## src/hdl/feedback_sel_pkg.sv

```systemverilog
// constants and types shared by the feedback source selector
package feedback_sel_pkg;

    // ---------------------------------------------------------------
    // object dictionary indices and subindices
    // ---------------------------------------------------------------
    localparam logic [15:0] SEL_INDEX = 16'h3203;
    localparam logic [15:0] MAP_INDEX = 16'h3204;
    localparam logic [15:0] INERTIA_INDEX = 16'h320d;
    localparam logic [7:0] SUB_COUNT = 8'h00;
    localparam logic [7:0] SUB_ENTRY1 = 8'h01;
    localparam logic [7:0] SUB_ENTRY2 = 8'h02;
    localparam logic [7:0] SUB_ENTRY3 = 8'h03;

    // ---------------------------------------------------------------
    // reset and read-only values
    // ---------------------------------------------------------------
    localparam logic [7:0] FB_COUNT = 8'h03;
    localparam logic [7:0] INERTIA_COUNT = 8'h02;
    localparam logic [15:0] MAP_ENTRY1 = 16'h3380;
    localparam logic [15:0] MAP_ENTRY2 = 16'h3390;
    localparam logic [15:0] MAP_ENTRY3 = 16'h33a0;
    localparam logic [7:0] MASK_RESET = 8'h00;
    localparam logic [31:0] INERTIA_RESET = 32'h0000_0000;
    localparam logic [31:0] RDATA_RESET = 32'h0000_0000;

    // ---------------------------------------------------------------
    // field positions
    // ---------------------------------------------------------------
    localparam int BIT_POS = 0;
    localparam int BIT_VEL = 1;
    localparam int BIT_COMM = 2;
    localparam int LOOP_CLOSED_BIT = 0;
    localparam int MASK_W = 8;
    localparam int SUBMODE_W = 32;

    // ---------------------------------------------------------------
    // feedback numbers
    // ---------------------------------------------------------------
    localparam logic [1:0] FB_SENSORLESS = 2'h1;
    localparam logic [1:0] FB_SECOND = 2'h2;
    localparam logic [1:0] FB_THIRD = 2'h3;

    typedef enum logic [3:0] {
        obj_none,
        obj_sel_count,
        obj_mask1,
        obj_mask2,
        obj_mask3,
        obj_map_count,
        obj_map1,
        obj_map2,
        obj_map3,
        obj_inertia_count,
        obj_current,
        obj_accel
    } obj_sel_t;

    typedef enum {
        st_disabled,
        st_enabled
    } op_state_t;

endpackage

```

## src/hdl/feedback_source_selector.sv

```systemverilog
// feedback source selector with its object dictionary entries
`timescale 1ns/1ns

// How it works
// RQ1: mask writes during operation enabled wait until the next entry into that state; the code applies them as soon as operation enabled is left.
// RQ2: selection subindex zero reads the feedback count, three.
// RQ3: mask bit 0 makes a sensor a position feedback candidate.
// RQ4: mask bit 1 makes a sensor a velocity feedback candidate.
// RQ5: mask bit 2 makes a sensor a closed loop commutation candidate.
// RQ6: entry one is always the sensorless feedback; others follow fixed order.
// RQ7: each role scans from sensor 2 upward through every existing sensor.
// RQ8: first sensor with its bit set wins; scanning for that role stops.
// RQ9: in open loop the commutation bit of every mask is ignored.
// RQ10: open loop still picks position and velocity sources from their bits.
// RQ11: mapping entries read 3380h, 3390h and 33a0h for feedbacks one to three.
// RQ12: a zero inertia factor disables acceleration feed forward; zero after reset.
// RQ13: a nonzero factor enables feed forward for deceleration and acceleration alike.
// RQ14: master writes calibration current in milliamperes into inertia subindex one.
// RQ15: master writes measured constant-rate acceleration into inertia subindex two.
// RQ16: loop closure select is submode bit 0; one closed, zero open.
// RQ17: mask bits above bit 2 are stored but never affect selection.
module feedback_source_selector (
    input wire logic clk_sys_i,
    input wire logic rst_n_i,
    input wire logic [15:0] obj_index_i,
    input wire logic [7:0] obj_subindex_i,
    input wire logic obj_rd_i,
    input wire logic obj_wr_i,
    input wire logic [31:0] obj_wdata_i,
    output logic [31:0] obj_rdata_o,
    output logic obj_ack_o,
    output logic obj_err_o,
    input wire logic op_enabled_i,
    input wire logic [31:0] submode_ctrl_i,
    output logic [1:0] pos_src_o,
    output logic pos_found_o,
    output logic [1:0] vel_src_o,
    output logic vel_found_o,
    output logic [1:0] comm_src_o,
    output logic comm_found_o,
    output logic accel_ff_en_o,
    output logic [31:0] inertia_current_o,
    output logic [31:0] inertia_accel_o
);

    // ---------------------------------------------------------------
    // helpers
    // ---------------------------------------------------------------
    function automatic feedback_sel_pkg::obj_sel_t decode(input logic [15:0] idx,
                                                          input logic [7:0] sub);
        feedback_sel_pkg::obj_sel_t sel;
        sel = feedback_sel_pkg::obj_none;
        if (idx == feedback_sel_pkg::SEL_INDEX) begin
            case (sub)
                feedback_sel_pkg::SUB_COUNT: sel = feedback_sel_pkg::obj_sel_count;
                feedback_sel_pkg::SUB_ENTRY1: sel = feedback_sel_pkg::obj_mask1;
                feedback_sel_pkg::SUB_ENTRY2: sel = feedback_sel_pkg::obj_mask2;
                feedback_sel_pkg::SUB_ENTRY3: sel = feedback_sel_pkg::obj_mask3;
                default: sel = feedback_sel_pkg::obj_none;
            endcase
        end else if (idx == feedback_sel_pkg::MAP_INDEX) begin
            case (sub)
                feedback_sel_pkg::SUB_COUNT: sel = feedback_sel_pkg::obj_map_count;
                feedback_sel_pkg::SUB_ENTRY1: sel = feedback_sel_pkg::obj_map1;
                feedback_sel_pkg::SUB_ENTRY2: sel = feedback_sel_pkg::obj_map2;
                feedback_sel_pkg::SUB_ENTRY3: sel = feedback_sel_pkg::obj_map3;
                default: sel = feedback_sel_pkg::obj_none;
            endcase
        end else if (idx == feedback_sel_pkg::INERTIA_INDEX) begin
            case (sub)
                feedback_sel_pkg::SUB_COUNT: sel = feedback_sel_pkg::obj_inertia_count;
                feedback_sel_pkg::SUB_ENTRY1: sel = feedback_sel_pkg::obj_current;
                feedback_sel_pkg::SUB_ENTRY2: sel = feedback_sel_pkg::obj_accel;
                default: sel = feedback_sel_pkg::obj_none;
            endcase
        end
        return sel;
    endfunction

    // sensor 1 is sensorless and never scanned; it is the fallback only
    function automatic logic [2:0] first_src(input logic [7:0] m2,
                                             input logic [7:0] m3,
                                             input int b);
        logic [2:0] res;
        res = {1'b0, feedback_sel_pkg::FB_SENSORLESS};
        if (m2[b]) begin // [RQ7] [RQ8]
            res = {1'b1, feedback_sel_pkg::FB_SECOND};
        end else if (m3[b]) begin
            res = {1'b1, feedback_sel_pkg::FB_THIRD};
        end
        return res;
    endfunction

    // ---------------------------------------------------------------
    // drive state tracking
    // ---------------------------------------------------------------
    feedback_sel_pkg::op_state_t op_state_reg;
    logic op_enter;
    assign op_enter = (op_state_reg == feedback_sel_pkg::st_disabled) && op_enabled_i;

    always_ff @(posedge clk_sys_i or negedge rst_n_i) begin
        if (!rst_n_i) begin
            op_state_reg <= feedback_sel_pkg::st_disabled;
        end else begin
            case (op_state_reg)
                feedback_sel_pkg::st_disabled: begin
                    if (op_enabled_i) begin
                        op_state_reg <= feedback_sel_pkg::st_enabled;
                    end
                end
                feedback_sel_pkg::st_enabled: begin
                    if (!op_enabled_i) begin
                        op_state_reg <= feedback_sel_pkg::st_disabled;
                    end
                end
                default: op_state_reg <= feedback_sel_pkg::st_disabled;
            endcase
        end
    end

    // ---------------------------------------------------------------
    // object access
    // ---------------------------------------------------------------
    feedback_sel_pkg::obj_sel_t acc_sel;
    logic [7:0] mask_reg [0:2];
    logic [7:0] active_reg [0:2];
    logic [31:0] current_reg;
    logic [31:0] accel_reg;
    logic [31:0] rdata_next;
    logic acc_ro;

    assign acc_sel = decode(obj_index_i, obj_subindex_i);
    assign acc_ro = !(acc_sel inside {feedback_sel_pkg::obj_mask1, feedback_sel_pkg::obj_mask2,
                                      feedback_sel_pkg::obj_mask3, feedback_sel_pkg::obj_current,
                                      feedback_sel_pkg::obj_accel});

    always_comb begin
        rdata_next = feedback_sel_pkg::RDATA_RESET;
        case (acc_sel)
            feedback_sel_pkg::obj_sel_count: rdata_next[7:0] = feedback_sel_pkg::FB_COUNT; // [RQ2]
            feedback_sel_pkg::obj_mask1: rdata_next[7:0] = mask_reg[0];
            feedback_sel_pkg::obj_mask2: rdata_next[7:0] = mask_reg[1];
            feedback_sel_pkg::obj_mask3: rdata_next[7:0] = mask_reg[2];
            feedback_sel_pkg::obj_map_count: rdata_next[7:0] = feedback_sel_pkg::FB_COUNT;
            feedback_sel_pkg::obj_map1: rdata_next[15:0] = feedback_sel_pkg::MAP_ENTRY1; // [RQ6] [RQ11]
            feedback_sel_pkg::obj_map2: rdata_next[15:0] = feedback_sel_pkg::MAP_ENTRY2; // [RQ11]
            feedback_sel_pkg::obj_map3: rdata_next[15:0] = feedback_sel_pkg::MAP_ENTRY3; // [RQ11]
            feedback_sel_pkg::obj_inertia_count: rdata_next[7:0] = feedback_sel_pkg::INERTIA_COUNT;
            feedback_sel_pkg::obj_current: rdata_next = current_reg;
            feedback_sel_pkg::obj_accel: rdata_next = accel_reg;
            default: rdata_next = feedback_sel_pkg::RDATA_RESET;
        endcase
    end

    always_ff @(posedge clk_sys_i or negedge rst_n_i) begin
        if (!rst_n_i) begin
            obj_ack_o <= 1'b0;
            obj_err_o <= 1'b0;
            obj_rdata_o <= feedback_sel_pkg::RDATA_RESET;
        end else begin
            obj_ack_o <= obj_rd_i || obj_wr_i;
            obj_err_o <= (obj_rd_i || obj_wr_i) && (acc_sel == feedback_sel_pkg::obj_none ||
                                                   (obj_wr_i && acc_ro));
            if (obj_rd_i && !obj_wr_i) begin
                obj_rdata_o <= rdata_next;
            end
        end
    end

    // full byte kept so upper bits read back, selection looks at bits 2..0 only
    always_ff @(posedge clk_sys_i or negedge rst_n_i) begin
        if (!rst_n_i) begin
            for (int i = 0; i < 3; i++) begin
                mask_reg[i] <= feedback_sel_pkg::MASK_RESET;
            end
        end else if (obj_wr_i) begin
            case (acc_sel)
                feedback_sel_pkg::obj_mask1: mask_reg[0] <= obj_wdata_i[7:0]; // [RQ17]
                feedback_sel_pkg::obj_mask2: mask_reg[1] <= obj_wdata_i[7:0];
                feedback_sel_pkg::obj_mask3: mask_reg[2] <= obj_wdata_i[7:0];
                default: mask_reg[0] <= mask_reg[0];
            endcase
        end
    end

    always_ff @(posedge clk_sys_i or negedge rst_n_i) begin
        if (!rst_n_i) begin
            current_reg <= feedback_sel_pkg::INERTIA_RESET; // [RQ12]
            accel_reg <= feedback_sel_pkg::INERTIA_RESET;
        end else if (obj_wr_i) begin
            if (acc_sel == feedback_sel_pkg::obj_current) begin
                current_reg <= obj_wdata_i; // [RQ14]
            end
            if (acc_sel == feedback_sel_pkg::obj_accel) begin
                accel_reg <= obj_wdata_i; // [RQ15]
            end
        end
    end

    // ---------------------------------------------------------------
    // buffered masks
    // ---------------------------------------------------------------
    // frozen while enabled so a running controller never switches sensors mid-move
    always_ff @(posedge clk_sys_i or negedge rst_n_i) begin
        if (!rst_n_i) begin
            for (int i = 0; i < 3; i++) begin
                active_reg[i] <= feedback_sel_pkg::MASK_RESET;
            end
        end else if (op_enter || !op_enabled_i) begin
            for (int i = 0; i < 3; i++) begin
                active_reg[i] <= mask_reg[i]; // [RQ1]
            end
        end
    end

    // ---------------------------------------------------------------
    // source selection
    // ---------------------------------------------------------------
    logic loop_closure_select;
    logic [2:0] pos_pick;
    logic [2:0] vel_pick;
    logic [2:0] comm_pick;

    assign loop_closure_select = submode_ctrl_i[feedback_sel_pkg::LOOP_CLOSED_BIT]; // [RQ16]
    assign pos_pick = first_src(active_reg[1], active_reg[2], feedback_sel_pkg::BIT_POS); // [RQ3]
    assign vel_pick = first_src(active_reg[1], active_reg[2], feedback_sel_pkg::BIT_VEL); // [RQ4]
    assign comm_pick = first_src(active_reg[1], active_reg[2], feedback_sel_pkg::BIT_COMM); // [RQ5]

    always_ff @(posedge clk_sys_i or negedge rst_n_i) begin
        if (!rst_n_i) begin
            pos_found_o <= 1'b0;
            pos_src_o <= feedback_sel_pkg::FB_SENSORLESS;
            vel_found_o <= 1'b0;
            vel_src_o <= feedback_sel_pkg::FB_SENSORLESS;
            comm_found_o <= 1'b0;
            comm_src_o <= feedback_sel_pkg::FB_SENSORLESS;
        end else begin
            {pos_found_o, pos_src_o} <= pos_pick; // [RQ10]
            {vel_found_o, vel_src_o} <= vel_pick; // [RQ10]
            if (loop_closure_select) begin
                {comm_found_o, comm_src_o} <= comm_pick;
            end else begin
                comm_found_o <= 1'b0; // [RQ9]
                comm_src_o <= feedback_sel_pkg::FB_SENSORLESS;
            end
        end
    end

    // ---------------------------------------------------------------
    // inertia factor
    // ---------------------------------------------------------------
    // no direction input: the enable covers both acceleration and deceleration
    always_ff @(posedge clk_sys_i or negedge rst_n_i) begin
        if (!rst_n_i) begin
            accel_ff_en_o <= 1'b0;
        end else begin
            accel_ff_en_o <= (current_reg != feedback_sel_pkg::INERTIA_RESET); // [RQ12] [RQ13]
        end
    end

    assign inertia_current_o = current_reg;
    assign inertia_accel_o = accel_reg;

    // ---------------------------------------------------------------
    // checks
    // ---------------------------------------------------------------
    a_buffer_hold: assert property (@(posedge clk_sys_i) disable iff (!rst_n_i) // [RQ1]
        (op_state_reg == feedback_sel_pkg::st_enabled && op_enabled_i) |=>
        $stable(active_reg[1]) && $stable(active_reg[2]))
        else $error("active masks changed while operation enabled");

    a_count_read: assert property (@(posedge clk_sys_i) disable iff (!rst_n_i) // [RQ2]
        (obj_rd_i && !obj_wr_i && obj_index_i == feedback_sel_pkg::SEL_INDEX &&
         obj_subindex_i == feedback_sel_pkg::SUB_COUNT) |=>
        obj_ack_o && obj_rdata_o == 32'h0000_0003)
        else $error("selection count read wrong");

    a_pos_first: assert property (@(posedge clk_sys_i) disable iff (!rst_n_i) // [RQ3]
        active_reg[1][feedback_sel_pkg::BIT_POS] |=>
        pos_found_o && pos_src_o == feedback_sel_pkg::FB_SECOND)
        else $error("position source not sensor 2");

    a_vel_third: assert property (@(posedge clk_sys_i) disable iff (!rst_n_i) // [RQ8]
        (!active_reg[1][feedback_sel_pkg::BIT_VEL] && active_reg[2][feedback_sel_pkg::BIT_VEL])
        |=> vel_found_o && vel_src_o == feedback_sel_pkg::FB_THIRD)
        else $error("velocity source not sensor 3");

    a_comm_open: assert property (@(posedge clk_sys_i) disable iff (!rst_n_i) // [RQ9]
        !submode_ctrl_i[0] |=> !comm_found_o)
        else $error("commutation chosen in open loop");

    a_comm_closed: assert property (@(posedge clk_sys_i) disable iff (!rst_n_i) // [RQ5]
        (submode_ctrl_i[0] && active_reg[1][feedback_sel_pkg::BIT_COMM]) |=>
        comm_found_o && comm_src_o == feedback_sel_pkg::FB_SECOND)
        else $error("commutation source missed");

    a_open_pos: assert property (@(posedge clk_sys_i) disable iff (!rst_n_i) // [RQ10]
        (!submode_ctrl_i[0] && active_reg[2][feedback_sel_pkg::BIT_POS]) |=> pos_found_o)
        else $error("position lost in open loop");

    a_upper_bits: assert property (@(posedge clk_sys_i) disable iff (!rst_n_i) // [RQ17]
        (active_reg[1][2:0] == 3'h0 && active_reg[2][2:0] == 3'h0) |=>
        !pos_found_o && !vel_found_o && !comm_found_o)
        else $error("upper mask bits affected selection");

    a_map_read: assert property (@(posedge clk_sys_i) disable iff (!rst_n_i) // [RQ11]
        (obj_rd_i && !obj_wr_i && obj_index_i == feedback_sel_pkg::MAP_INDEX &&
         obj_subindex_i == feedback_sel_pkg::SUB_ENTRY3) |=> obj_rdata_o == 32'h0000_33a0)
        else $error("third mapping entry wrong");

    a_ff_zero: assert property (@(posedge clk_sys_i) disable iff (!rst_n_i) // [RQ12]
        (current_reg == 32'h0) |=> !accel_ff_en_o)
        else $error("feed forward on with zero factor");

endmodule

```

## config.mk

```make
export PLATFORM = sky130hd
export DESIGN_NAME = feedback_source_selector
export DESIGN_NICKNAME = d
export VERILOG_FILES = /design/src/hdl/feedback_sel_pkg.sv /design/src/hdl/feedback_source_selector.sv
export SDC_FILE = /design/constraint.sdc
export NUM_CORES = 1
export LEC_CHECK = 0
export BUFFER_PORTS_ARGS = -buffer_cell sky130_fd_sc_hd__buf_2
export CORE_MARGIN = 5
export CORE_UTILIZATION = 50
export CTS_CLUSTER_SIZE = 12
export DETAILED_ROUTE_END_ITERATION = 12
export HOLD_SLACK_MARGIN = 0.15
export PLACE_DENSITY = 0.85
export RECOVER_POWER = 50
export SYNTH_ARGS = -nofsm -noshare
export SYNTH_HDL_FRONTEND = slang
export SYNTH_SLANG_ARGS = --single-unit
```

## constraint.sdc

```tcl
create_clock -name clk_sys_i -period 1.6 [get_ports clk_sys_i]
set_input_delay 0.24 -clock clk_sys_i [delete_from_list [all_inputs] [get_ports clk_sys_i]]
set_output_delay 0.24 -clock clk_sys_i [all_outputs]
set_load 0.05 [all_outputs]
```

==> out/metrics.csv, run 1 <==
stage,metric,value,unit
global_routing,grt total ovfl,0,
critical_path,critical path type,primary input to flip-flop,
synthesis,Post-Syn Area,0.00615,sq mm
synthesis,synth warn,0,
global_routing,vias in the first global route,5496,
synthesis,Async SR Flop Fraction,100,%
timing,Hold WS,160,ps
synthesis,Yosys top cell by area,dfrtp_1,
route,routed vias/inst,5.98,
finish,diode count,0,
critical_path,CP max FO,32,
finish,"non-filler cells, final",887,
floorplan,row cnt,40,
finish,Syn-to-layout area delta,40.9,%
route,routed wl met2,9.77,mm
route,TritonRoute pass-1 iters,5,
route,antenna-violating nets left,0,
critical_path,Register-to-Register Path Depth,3,
timing,Tmin final,1550,ps
route,DR iter-0 viols,495,
global_routing,largest net degree at the start of global routing,41,
clock_tree,Max clock buf depth,2,
global_routing,antenna violations before repair,0,
timing,final slew viol count,0,
floorplan,starting density of the core,51.2,%
min_path,worst hold path type,primary input to flip-flop,
critical_path,CP required,1890,ps
global_routing,total track usage,26.5,%
floorplan,CORE AREA,0.0120,sq mm
pwr,Combinational Power Share,7.0,%
synthesis,most instantiated cells after synthesis,"133 x dfrtp_1, 74 x mux2_2, 38 x nand2_1, 25 x o21ai_0, 21 x a22oi_1",
timing,unrepaired setup endpoints after global routing,true,
global_routing,first-pass GRT wire length,30.1,mm
floorplan,Die Height,121,microns
placed_design,buffers added on ports,169,
finish,fillcell total,810,
critical_path,R2R setup slack,80,ps
flow_run,maxcap violations,0,
pwr,Clk network pwr share,50.2,%
placed_design,Post-Place Worst Slack,-449,ps
status,status,finished clean,
pwr,Max rail drop VDD,555,uV
clock_tree,Num CTS Buffers,17,
route,DRC,0,
route,metal1 wirelength,7.66,mm
timing,setup ws final,51.0,ps
timing,fmax,646,MHz
synthesis,main flop type after synthesis,dfrtp_1,
route,Via Count,5301,
synthesis,"EDFF count, synth",0,
floorplan,die area,0.0146,sq mm
clock_tree,CTS root buf,clkbuf_16,
timing,worst slew pin tran,871,ps
route,met3 WL,1.31,mm
synthesis,share of the synthesized area in the top cell type,54.1,%
clock_tree,total clock sinks,136,
synthesis,sequential area share after synthesis,55.4,%
floorplan,Die W,121,microns
pwr,Pleak,4.48,nW
synthesis,average size of a mapped cell,12.9,sq um
clock_tree,H-tree depth,4,
clock_tree,Clock Latency Late Sink,410,ps
timing,setup_tns,0,ps
clock_tree,CTS tree,yes,
finish,Final nets,822,
route,top routing layer in use,met4,
synthesis,#FFs+latches synth,136,
placed_design,Area after DPL,0.00766,sq mm
synthesis,most common cell in the synthesized netlist,dfrtp_1,
route,drt wl/cell,21.9,microns
pwr,Seq pwr share,42.7,%
placed_design,GP Congestion,0.958,
timing,"Hold Violations, Final",0,
synthesis,Syn Inst Count,475,
finish,share of layout cells above drive strength 1,52.7,%
route,final wirelength,19.4,mm
synthesis,"Distinct cells, synth",54,
pwr,P_int,6.32,mW
timing,final setup violation count,0,
floorplan,num ports,201,
placed_design,HPWL Detailed,13.3,mm
critical_path,critical path data arrival time,1840,ps
critical_path,endpoint class of the critical path,flip-flop,
synthesis,Mapped Nets,569,
timing,Max-slew headroom,42.0,%
timing,final period utilization,96.8,%
synthesis,largest cells by area after synthesis,"dfrtp_1 54%, mux2_2 14%, mux2_4 4.4%",
placed_design,# placed instances,820,
critical_path,critical path startpoint category,primary input,
pwr,switching share of power,22.5,%
min_path,Worst Hold Depth,2,
pwr,Power Dens Cells,941,mW/mm^2
clock_tree,clock-pin transition on the worst setup and hold timing paths,60,ps
timing,clock skew,11.1,ps
pwr,sw power,1.83,mW
finish,design area,0.00867,sq mm
timing repair:
item | in CTS | in global routing
gates cloned | 0 | 1
endpoints found under the hold margin | 194 | 0
buffers inserted | 0 | 5
setup endpoints to repair | 1 | 47
resized for setup | 1 | 17
hold buffers | 30 | 0
pin swaps | 0 | 10
path summary, 6_finish.rpt:
check                                             startpoint                          endpoint
setup / recovery                             obj_index_i[14]  inertia_current_o[0]$_DFFE_PN0P_
hold reg to reg                    active_reg[8]$_DFFE_PN0P_            pos_src_o[0]$_DFF_PN1_
min in group asynchronous                            rst_n_i           mask_reg[3]$_DFFE_PN0P_
setup reg to reg           inertia_current_o[29]$_DFFE_PN0P_           accel_ff_en_o$_DFF_PN0_
hold / removal                                obj_wdata_i[7]  inertia_current_o[7]$_DFFE_PN0P_
max in group asynchronous                            rst_n_i   inertia_accel_o[10]$_DFFE_PN0P_
cells in the final DEF (no fill, tap or decap), types with 11 or more instances in the layout:
cell / count
buf_2: 149
clkbuf_16: 18
nand4_1: 12
mux2_2: 73
o21ai_0: 14
a22o_1: 13
o21ai_1: 16
a22oi_1: 11
nand2_1: 36
mux2_4: 19
dlygate4sd3_1: 30
buf_4: 50
dfrtp_1: 133
routing by layer:
| layer | GRT usage, % | vias to the layer above |
|---|---|---|
| met1 | 33.2 | 2677 |
| met4 | 12.3 | 0 |
| li1 | - | 2292 |
| met3 | 5.59 | 58 |
| met5 | 0 | - |
| met2 | 44.1 | 274 |
cells by family (layout without fill, tap and decap cells):
group,Yosys count,count (layout),synth area share [%]
AO/OA/AOI/OAI,99,99,11.0
adder cells (fa/ha/maj),1,1,0.203
buffers and inverters,33,298,2.87
AND/OR/NAND/NOR,109,109,11.7
flip-flops,136,136,55.4
multiplexers,96,96,18.6
XOR/XNOR,1,1,0.142
cell type report:
class	count	area [sq um]	area share (%)
clock inverter	10	141	1.63
timing repair buffer	261	1740	20.1
tap	147	184	2.12
sequential	136	3410	39.3
multi-input combinational	306	2690	31.1
clock buffer	21	480	5.54
inverter	6	22.5	0.260
per-stage QoR:
step                      util [%]  power [mW]
after floorplan                  -        3.74
after global placement        63.7        4.03
after detailed placement      63.7        4.05
after CTS                     71.4        8.14
after global routing          72.1        8.38
final                         72.1        8.15
power groups by stage:
stage / Sequential (mW) / Clock [mW] / Combinational, mW
2_1_floorplan: 3.58 / 0 / 0.167
3_3_place_gp: 3.54 / 0 / 0.492
3_5_place_dp: 3.54 / 0 / 0.509
4_1_cts: 3.48 / 4.08 / 0.571
5_1_grt: 3.48 / 4.28 / 0.621
6_report: 3.48 / 4.09 / 0.573
critical path, stage by stage:
cell and delay (ps):
buf_6 90, nor4_4 350, nand3_2 180, buf_6 160, nor4_4 160, nand2_2 100
buf_12 190, mux2_4 340
Power figures use the tool's default switching activity.
==> inputs of run 2 (changes only) <==
--- a/config.mk
+++ b/config.mk
@@ -8,6 +8,7 @@
 export BUFFER_PORTS_ARGS = -buffer_cell sky130_fd_sc_hd__buf_2
 export CORE_MARGIN = 5
 export CORE_UTILIZATION = 50
+export CTS_BUF_LIST = sky130_fd_sc_hd__clkbuf_8
 export CTS_CLUSTER_SIZE = 12
 export DETAILED_ROUTE_END_ITERATION = 12
 export HOLD_SLACK_MARGIN = 0.15
==> out/metrics.csv, run 2 (synthesis gave the netlist of run 1 again) <==
stage,metric,value,unit
clock_tree,CTS root buf,clkbuf_8,
route,top routing layer in use,met4,
floorplan,die area,0.0146,sq mm
floorplan,Die Height,121,microns
clock_tree,Max clock buf depth,2,
timing,"Hold Violations, Final",0,
finish,Final nets,826,
clock_tree,Num CTS Buffers,17,
route,DR iter-0 viols,434,
finish,share of layout cells above drive strength 1,52.6,%
timing,Hold WS,345,ps
pwr,Pleak,4.40,nW
timing,final setup violation count,0,
timing,Max-slew headroom,42.9,%
critical_path,critical path startpoint category,primary input,
floorplan,Die W,121,microns
floorplan,starting density of the core,51.2,%
critical_path,endpoint class of the critical path,flip-flop,
route,routed vias/inst,5.86,
timing,final period utilization,97.9,%
clock_tree,CTS tree,yes,
finish,Seq. cell area,0.00341,sq mm
pwr,Tot Pwr,7.08,mW
global_routing,vias in the first global route,5460,
min_path,worst hold path type,primary input to flip-flop,
critical_path,CP max FO,10,
critical_path,critical path data arrival time,1910,ps
finish,"non-filler cells, final",892,
finish,footprint of the multi-input gates,0.00268,sq mm
timing,fmax,638,MHz
finish,most frequent cells in the layout,"133 x dfrtp_1, 133 x buf_2, 74 x mux2_2, 47 x buf_4, 37 x dlygate4sd3_1",
route,metal1 wirelength,7.40,mm
global_routing,antenna violations before repair,0,
placed_design,GP Congestion,0.958,
finish,Syn-to-layout area delta,38.1,%
critical_path,CP required,1940,ps
placed_design,HPWL Detailed,13.3,mm
timing,Tmin final,1570,ps
critical_path,R2R setup slack,120,ps
timing,setup ws final,32.9,ps
finish,fillcell total,848,
floorplan,CORE AREA,0.0120,sq mm
global_routing,largest net degree at the start of global routing,41,
route,antenna-violating nets left,0,
placed_design,Post-Place Worst Slack,-449,ps
critical_path,critical path type,primary input to flip-flop,
floorplan,num ports,201,
clock_tree,Clock Latency Late Sink,430,ps
clock_tree,H-tree depth,4,
flow_run,maxcap violations,0,
placed_design,# placed instances,820,
global_routing,grt total ovfl,0,
route,routed wl met2,9.43,mm
route,TritonRoute pass-1 iters,5,
timing,worst slew pin tran,856,ps
route,DRC,0,
clock_tree,total clock sinks,136,
route,met3 WL,1.37,mm
floorplan,row cnt,40,
finish,final core occ,70.7,%
timing,clock skew,6.97,ps
timing,final slew viol count,0,
global_routing,total track usage,25.9,%
route,drt wl/cell,21.1,microns
placed_design,buffers added on ports,169,
pwr,Max rail drop VDD,484,uV
route,Via Count,5231,
global_routing,first-pass GRT wire length,29.5,mm
route,final wirelength,18.8,mm
status,status,finished clean,
pwr,Power Dens Cells,834,mW/mm^2
clock_tree,clock-pin transition on the worst setup and hold timing paths,80,ps
## run 2: changes by cell type in the layout (fill, tap and decap cells not counted), moves of 4 or more
cell	change
clkbuf_8	+17
o21ai_0	+5
clkbuf_16	-17
dlygate4sd3_1	+7
buf_6	-4
o21ai_1	-5
buf_2	-16
clkbuf_2	+26
clkbuf_1	-6
## run 2: cell type report
type                            count  area share [%]
Clock inverter                     10            1.66
Tap cell                          147            2.17
Antenna cell                        1          0.0295
Multi-Input combinational cell    306            31.5
Sequential cell                   136            40.1
Timing Repair Buffer              265            20.8
Clock buffer                       21            3.40
Inverter                            6           0.265
## run 2: repair_timing
item	4_1_cts	5_1_grt
endpoints found under the setup margin	0	26
setup buffers	0	2
hold buffers	37	0
endpoints found under the hold margin	226	0
resized for setup	0	4
## run 2: power breakdown
part / leakage, nW / switching, mW / internal (mW) / total [mW]
logic: 2.31 / 0.331 / 0.243 / 0.574
registers: 1.88 / 0.0171 / 3.46 / 3.48
clock network: 0.214 / 1.32 / 1.71 / 3.03
## run 2: final timing paths
kind	end	from	depth (start not counted)
min reg2reg	pos_src_o[0]$_DFF_PN1_	active_reg[8]$_DFFE_PN0P_	1
min	obj_rdata_o[0]$_DFFE_PN0P_	obj_subindex_i[0]	5
max reg2reg	accel_ff_en_o$_DFF_PN0_	inertia_current_o[19]$_DFFE_PN0P_	3
max	obj_rdata_o[20]$_DFFE_PN0P_	obj_subindex_i[2]	9
max in group asynchronous	inertia_accel_o[10]$_DFFE_PN0P_	rst_n_i	3
min in group asynchronous	mask_reg[3]$_DFFE_PN0P_	rst_n_i	2
## run 2: critical path, stage by stage
cell and delay [ps]:
buf_2 110, nor4_4 350, nand2_2 160, buf_12 170, nor4_4 240, buf_4 190, buf_12 140, a22oi_1 100
o21ai_1 210
## run 2: routing by layer
metal | GRT usage, % | vias up
met5 | 0 | -
met4 | 10.8 | 0
met3 | 6.25 | 52
met2 | 42.7 | 249
met1 | 32.6 | 2628
li1 | - | 2302
## run 2: stage by stage
| stage | instance area, sq um | setup TNS, ps |
|---|---|---|
| final | 8490 | 0 |
| after CTS | 8460 | 0 |
| after detailed placement | 7660 | -40320 |
| after global routing | 8490 | -23.9 |
| after floorplan | 6240 | -19040 |
| after global placement | 7660 | -35950 |
==> inputs of run 3 (changes only) <==
--- a/config.mk
+++ b/config.mk
@@ -5,6 +5,7 @@
 export SDC_FILE = /design/constraint.sdc
 export NUM_CORES = 1
 export LEC_CHECK = 0
+export ABC_AREA = 1
 export BUFFER_PORTS_ARGS = -buffer_cell sky130_fd_sc_hd__buf_2
 export CORE_MARGIN = 5
 export CORE_UTILIZATION = 50
@@ -12,7 +13,7 @@
 export CTS_CLUSTER_SIZE = 12
 export DETAILED_ROUTE_END_ITERATION = 12
 export HOLD_SLACK_MARGIN = 0.15
-export PLACE_DENSITY = 0.85
+export PLACE_DENSITY = 0.9
 export RECOVER_POWER = 50
 export SYNTH_ARGS = -nofsm -noshare
 export SYNTH_HDL_FRONTEND = slang
==> constraint.sdc (replaced) <==
create_clock -name clk_sys_i -period 1.6 [get_ports clk_sys_i]
set_input_delay 0.24 -clock clk_sys_i [delete_from_list [all_inputs] [get_ports clk_sys_i]]
set_output_delay 0.24 -clock clk_sys_i [all_outputs]
set_load 0.01 [all_outputs]
==> out/metrics.csv, run 3 <==
stage,metric,value,unit
finish,design area,0.00847,sq mm
pwr,Seq pwr share,46.6,%
clock_tree,Max clock buf depth,2,
timing,Hold WS,179,ps
pwr,Power Dens Cells,915,mW/mm^2
synthesis,average size of a mapped cell,8.50,sq um
synthesis,most common cell in the synthesized netlist,nand2_1,
finish,final core occ,70.5,%
floorplan,starting density of the core,51.1,%
timing,final slew viol count,0,
global_routing,grt total ovfl,0,
pwr,Max rail drop VDD,616,uV
route,final wirelength,19.0,mm
synthesis,Post-Syn Area,0.00614,sq mm
pwr,P_int,5.90,mW
clock_tree,H-tree depth,4,
route,routed vias/inst,5.44,
clock_tree,clock-pin transition on the worst setup and hold timing paths,80,ps
critical_path,CP required,1970,ps
global_routing,first-pass GRT wire length,28.5,mm
placed_design,buffers added on ports,169,
clock_tree,CTS tree,yes,
timing,final setup violation count,0,
min_path,worst hold path type,primary input to flip-flop,
timing,worst slew pin tran,711,ps
synthesis,Mapped Nets,816,
finish,Final nets,1062,
floorplan,die area,0.0146,sq mm
synthesis,Yosys top cell by area,dfrtp_1,
global_routing,antenna violations before repair,0,
route,Via Count,6132,
timing,clock skew,11.8,ps
timing,Tmin final,1550,ps
clock_tree,CTS root buf,clkbuf_8,
timing,final period utilization,96.6,%
flow_run,maxcap violations,0,
synthesis,Async SR Flop Fraction,100,%
clock_tree,Num CTS Buffers,17,
finish,"non-filler cells, final",1128,
route,drt wl/cell,16.9,microns
pwr,switching share of power,23.8,%
finish,most frequent cells in the layout,"228 x nand2_1, 133 x dfrtp_1, 124 x buf_2, 82 x o21ai_1, 66 x inv_1",
timing,setup ws final,54.5,ps
global_routing,vias in the first global route,5756,
synthesis,sequential area share after synthesis,55.5,%
clock_tree,total clock sinks,136,
floorplan,row cnt,40,
floorplan,CORE AREA,0.0120,sq mm
placed_design,Post-Place Worst Slack,-352,ps
synthesis,largest cells by area after synthesis,"dfrtp_1 54%, nand2_1 14%, o21ai_1 6.7%",
route,DR iter-0 viols,695,
pwr,Combinational Power Share,8.5,%
finish,diode count,0,
global_routing,total track usage,24.8,%
placed_design,HPWL Detailed,12.5,mm
synthesis,share of the synthesized area in the top cell type,54.2,%
route,DRC,0,
critical_path,critical path type,primary input to flip-flop,
status,status,finished clean,
synthesis,Syn Inst Count,722,
floorplan,Die W,121,microns
synthesis,"Distinct cells, synth",37,
synthesis,#FFs+latches synth,136,
critical_path,CP max FO,6,
placed_design,Area after DPL,0.00744,sq mm
timing,fmax,647,MHz
pwr,Pleak,4.44,nW
floorplan,Die Height,121,microns
pwr,Clk network pwr share,45.0,%
critical_path,critical path data arrival time,1920,ps
clock_tree,Clock Latency Late Sink,440,ps
timing,"Hold Violations, Final",0,
critical_path,critical path startpoint category,primary input,
floorplan,num ports,201,
timing,Max-slew headroom,52.6,%
synthesis,synth warn,0,
route,antenna-violating nets left,0,
synthesis,"EDFF count, synth",0,
synthesis,main flop type after synthesis,dfrtp_1,
finish,Syn-to-layout area delta,37.9,%
placed_design,GP Congestion,0.925,
pwr,Tot Pwr,7.74,mW
placed_design,# placed instances,1052,
global_routing,largest net degree at the start of global routing,49,
finish,"most common cell after layout, fill and taps aside",nand2_1,
synthesis,most instantiated cells after synthesis,"231 x nand2_1, 133 x dfrtp_1, 82 x o21ai_1, 66 x inv_1, 52 x nor2_1",
critical_path,endpoint class of the critical path,flip-flop,
timing,setup_tns,0,ps
pwr,sw power,1.84,mW
finish,share of layout cells above drive strength 1,27.1,%
route,TritonRoute pass-1 iters,5,
run 3: cell types whose count changed after synthesis, moves of 9 or more:
cell and delta:
o21ai_0 -12, inv_1 +60, mux2_2 -71, o21ai_1 +77, buf_2 +9, nand3_1 +12
nand2_1 +193, a22oi_1 -21, nor2_1 +42, a21oi_1 +22, a21oi_2 +10, a22o_1 -9
mux2_4 -18
run 3: kinds of logic after synthesis:
family / count (synthesis) / synth area share, %
adder cells (fa/ha/maj): 1 / 0.204
buffers and inverters: 101 / 7.34
flip-flops: 136 / 55.5
AO/OA/AOI/OAI: 141 / 12.7
multiplexers: 3 / 0.550
AND/OR/NAND/NOR: 339 / 23.6
XOR/XNOR: 1 / 0.143
run 3: worst max-delay path: stages:
cell	delay (ps)
buf_2	90
inv_1	40
nor2_1	80
nand2_1	90
nor2_4	180
nand3_2	130
inv_2	90
nand3_4	140
buf_4	180
buf_4	130
nor3_1	210
nor2_1	70
nand3_1	90
nand2_1	70
nand2_1	70
run 3: layout make-up:
class                   count  area [sq um]
well taps                 147           184
multi-input cells         485          2360
clock buffers              18           248
clock inverters            14           244
flip-flops and latches    136          3410
fillers                   867          3550
repair buffers            259          1760
inverters                  69           259
run 3: layer usage:
| layer | track usage (%) | wire length (microns) | vias to the layer above |
|---|---|---|---|
| met5 | 0 | 0 | - |
| met4 | 10.8 | 588 | 0 |
| met3 | 5.00 | 1410 | 53 |
| met2 | 40.2 | 9570 | 317 |
| met1 | 32.4 | 7450 | 2953 |
| li1 | - | - | 2809 |
run 3: final timing paths:
| check | start | end | slack [ps] | cells after the start |
|---|---|---|---|---|
| max in group asynchronous | rst_n_i | obj_rdata_o[4]$_DFFE_PN0P_ | 550 | 3 |
| max reg2reg | inertia_current_o[3]$_DFFE_PN0P_ | accel_ff_en_o$_DFF_PN0_ | 80 | 4 |
| min in group asynchronous | rst_n_i | inertia_accel_o[26]$_DFFE_PN0P_ | 390 | 2 |
| max | obj_index_i[9] | obj_rdata_o[1]$_DFFE_PN0P_ | 50 | 15 |
| min reg2reg | active_reg[9]$_DFFE_PN0P_ | vel_src_o[0]$_DFF_PN1_ | 390 | 1 |
| min | obj_wdata_i[1] | mask_reg[9]$_DFFE_PN0P_ | 180 | 3 |
run 3: timing repair:
item	in CTS	in global routing
endpoints found under the hold margin	213	0
gates resized for setup	0	24
setup buffers	0	5
setup endpoints to repair	0	81
hold buffers	35	0
run 3: power groups by stage:
| stage | Clock, mW | Combinational, mW | Sequential [mW] |
|---|---|---|---|
| 6_report | 3.48 | 0.655 | 3.60 |
| 5_1_grt | 3.65 | 0.734 | 3.61 |
| 4_1_cts | 3.50 | 0.672 | 3.60 |
| 3_5_place_dp | 0 | 0.602 | 3.67 |
| 3_3_place_gp | 0 | 0.590 | 3.66 |
| 2_1_floorplan | 0 | 0.253 | 3.71 |
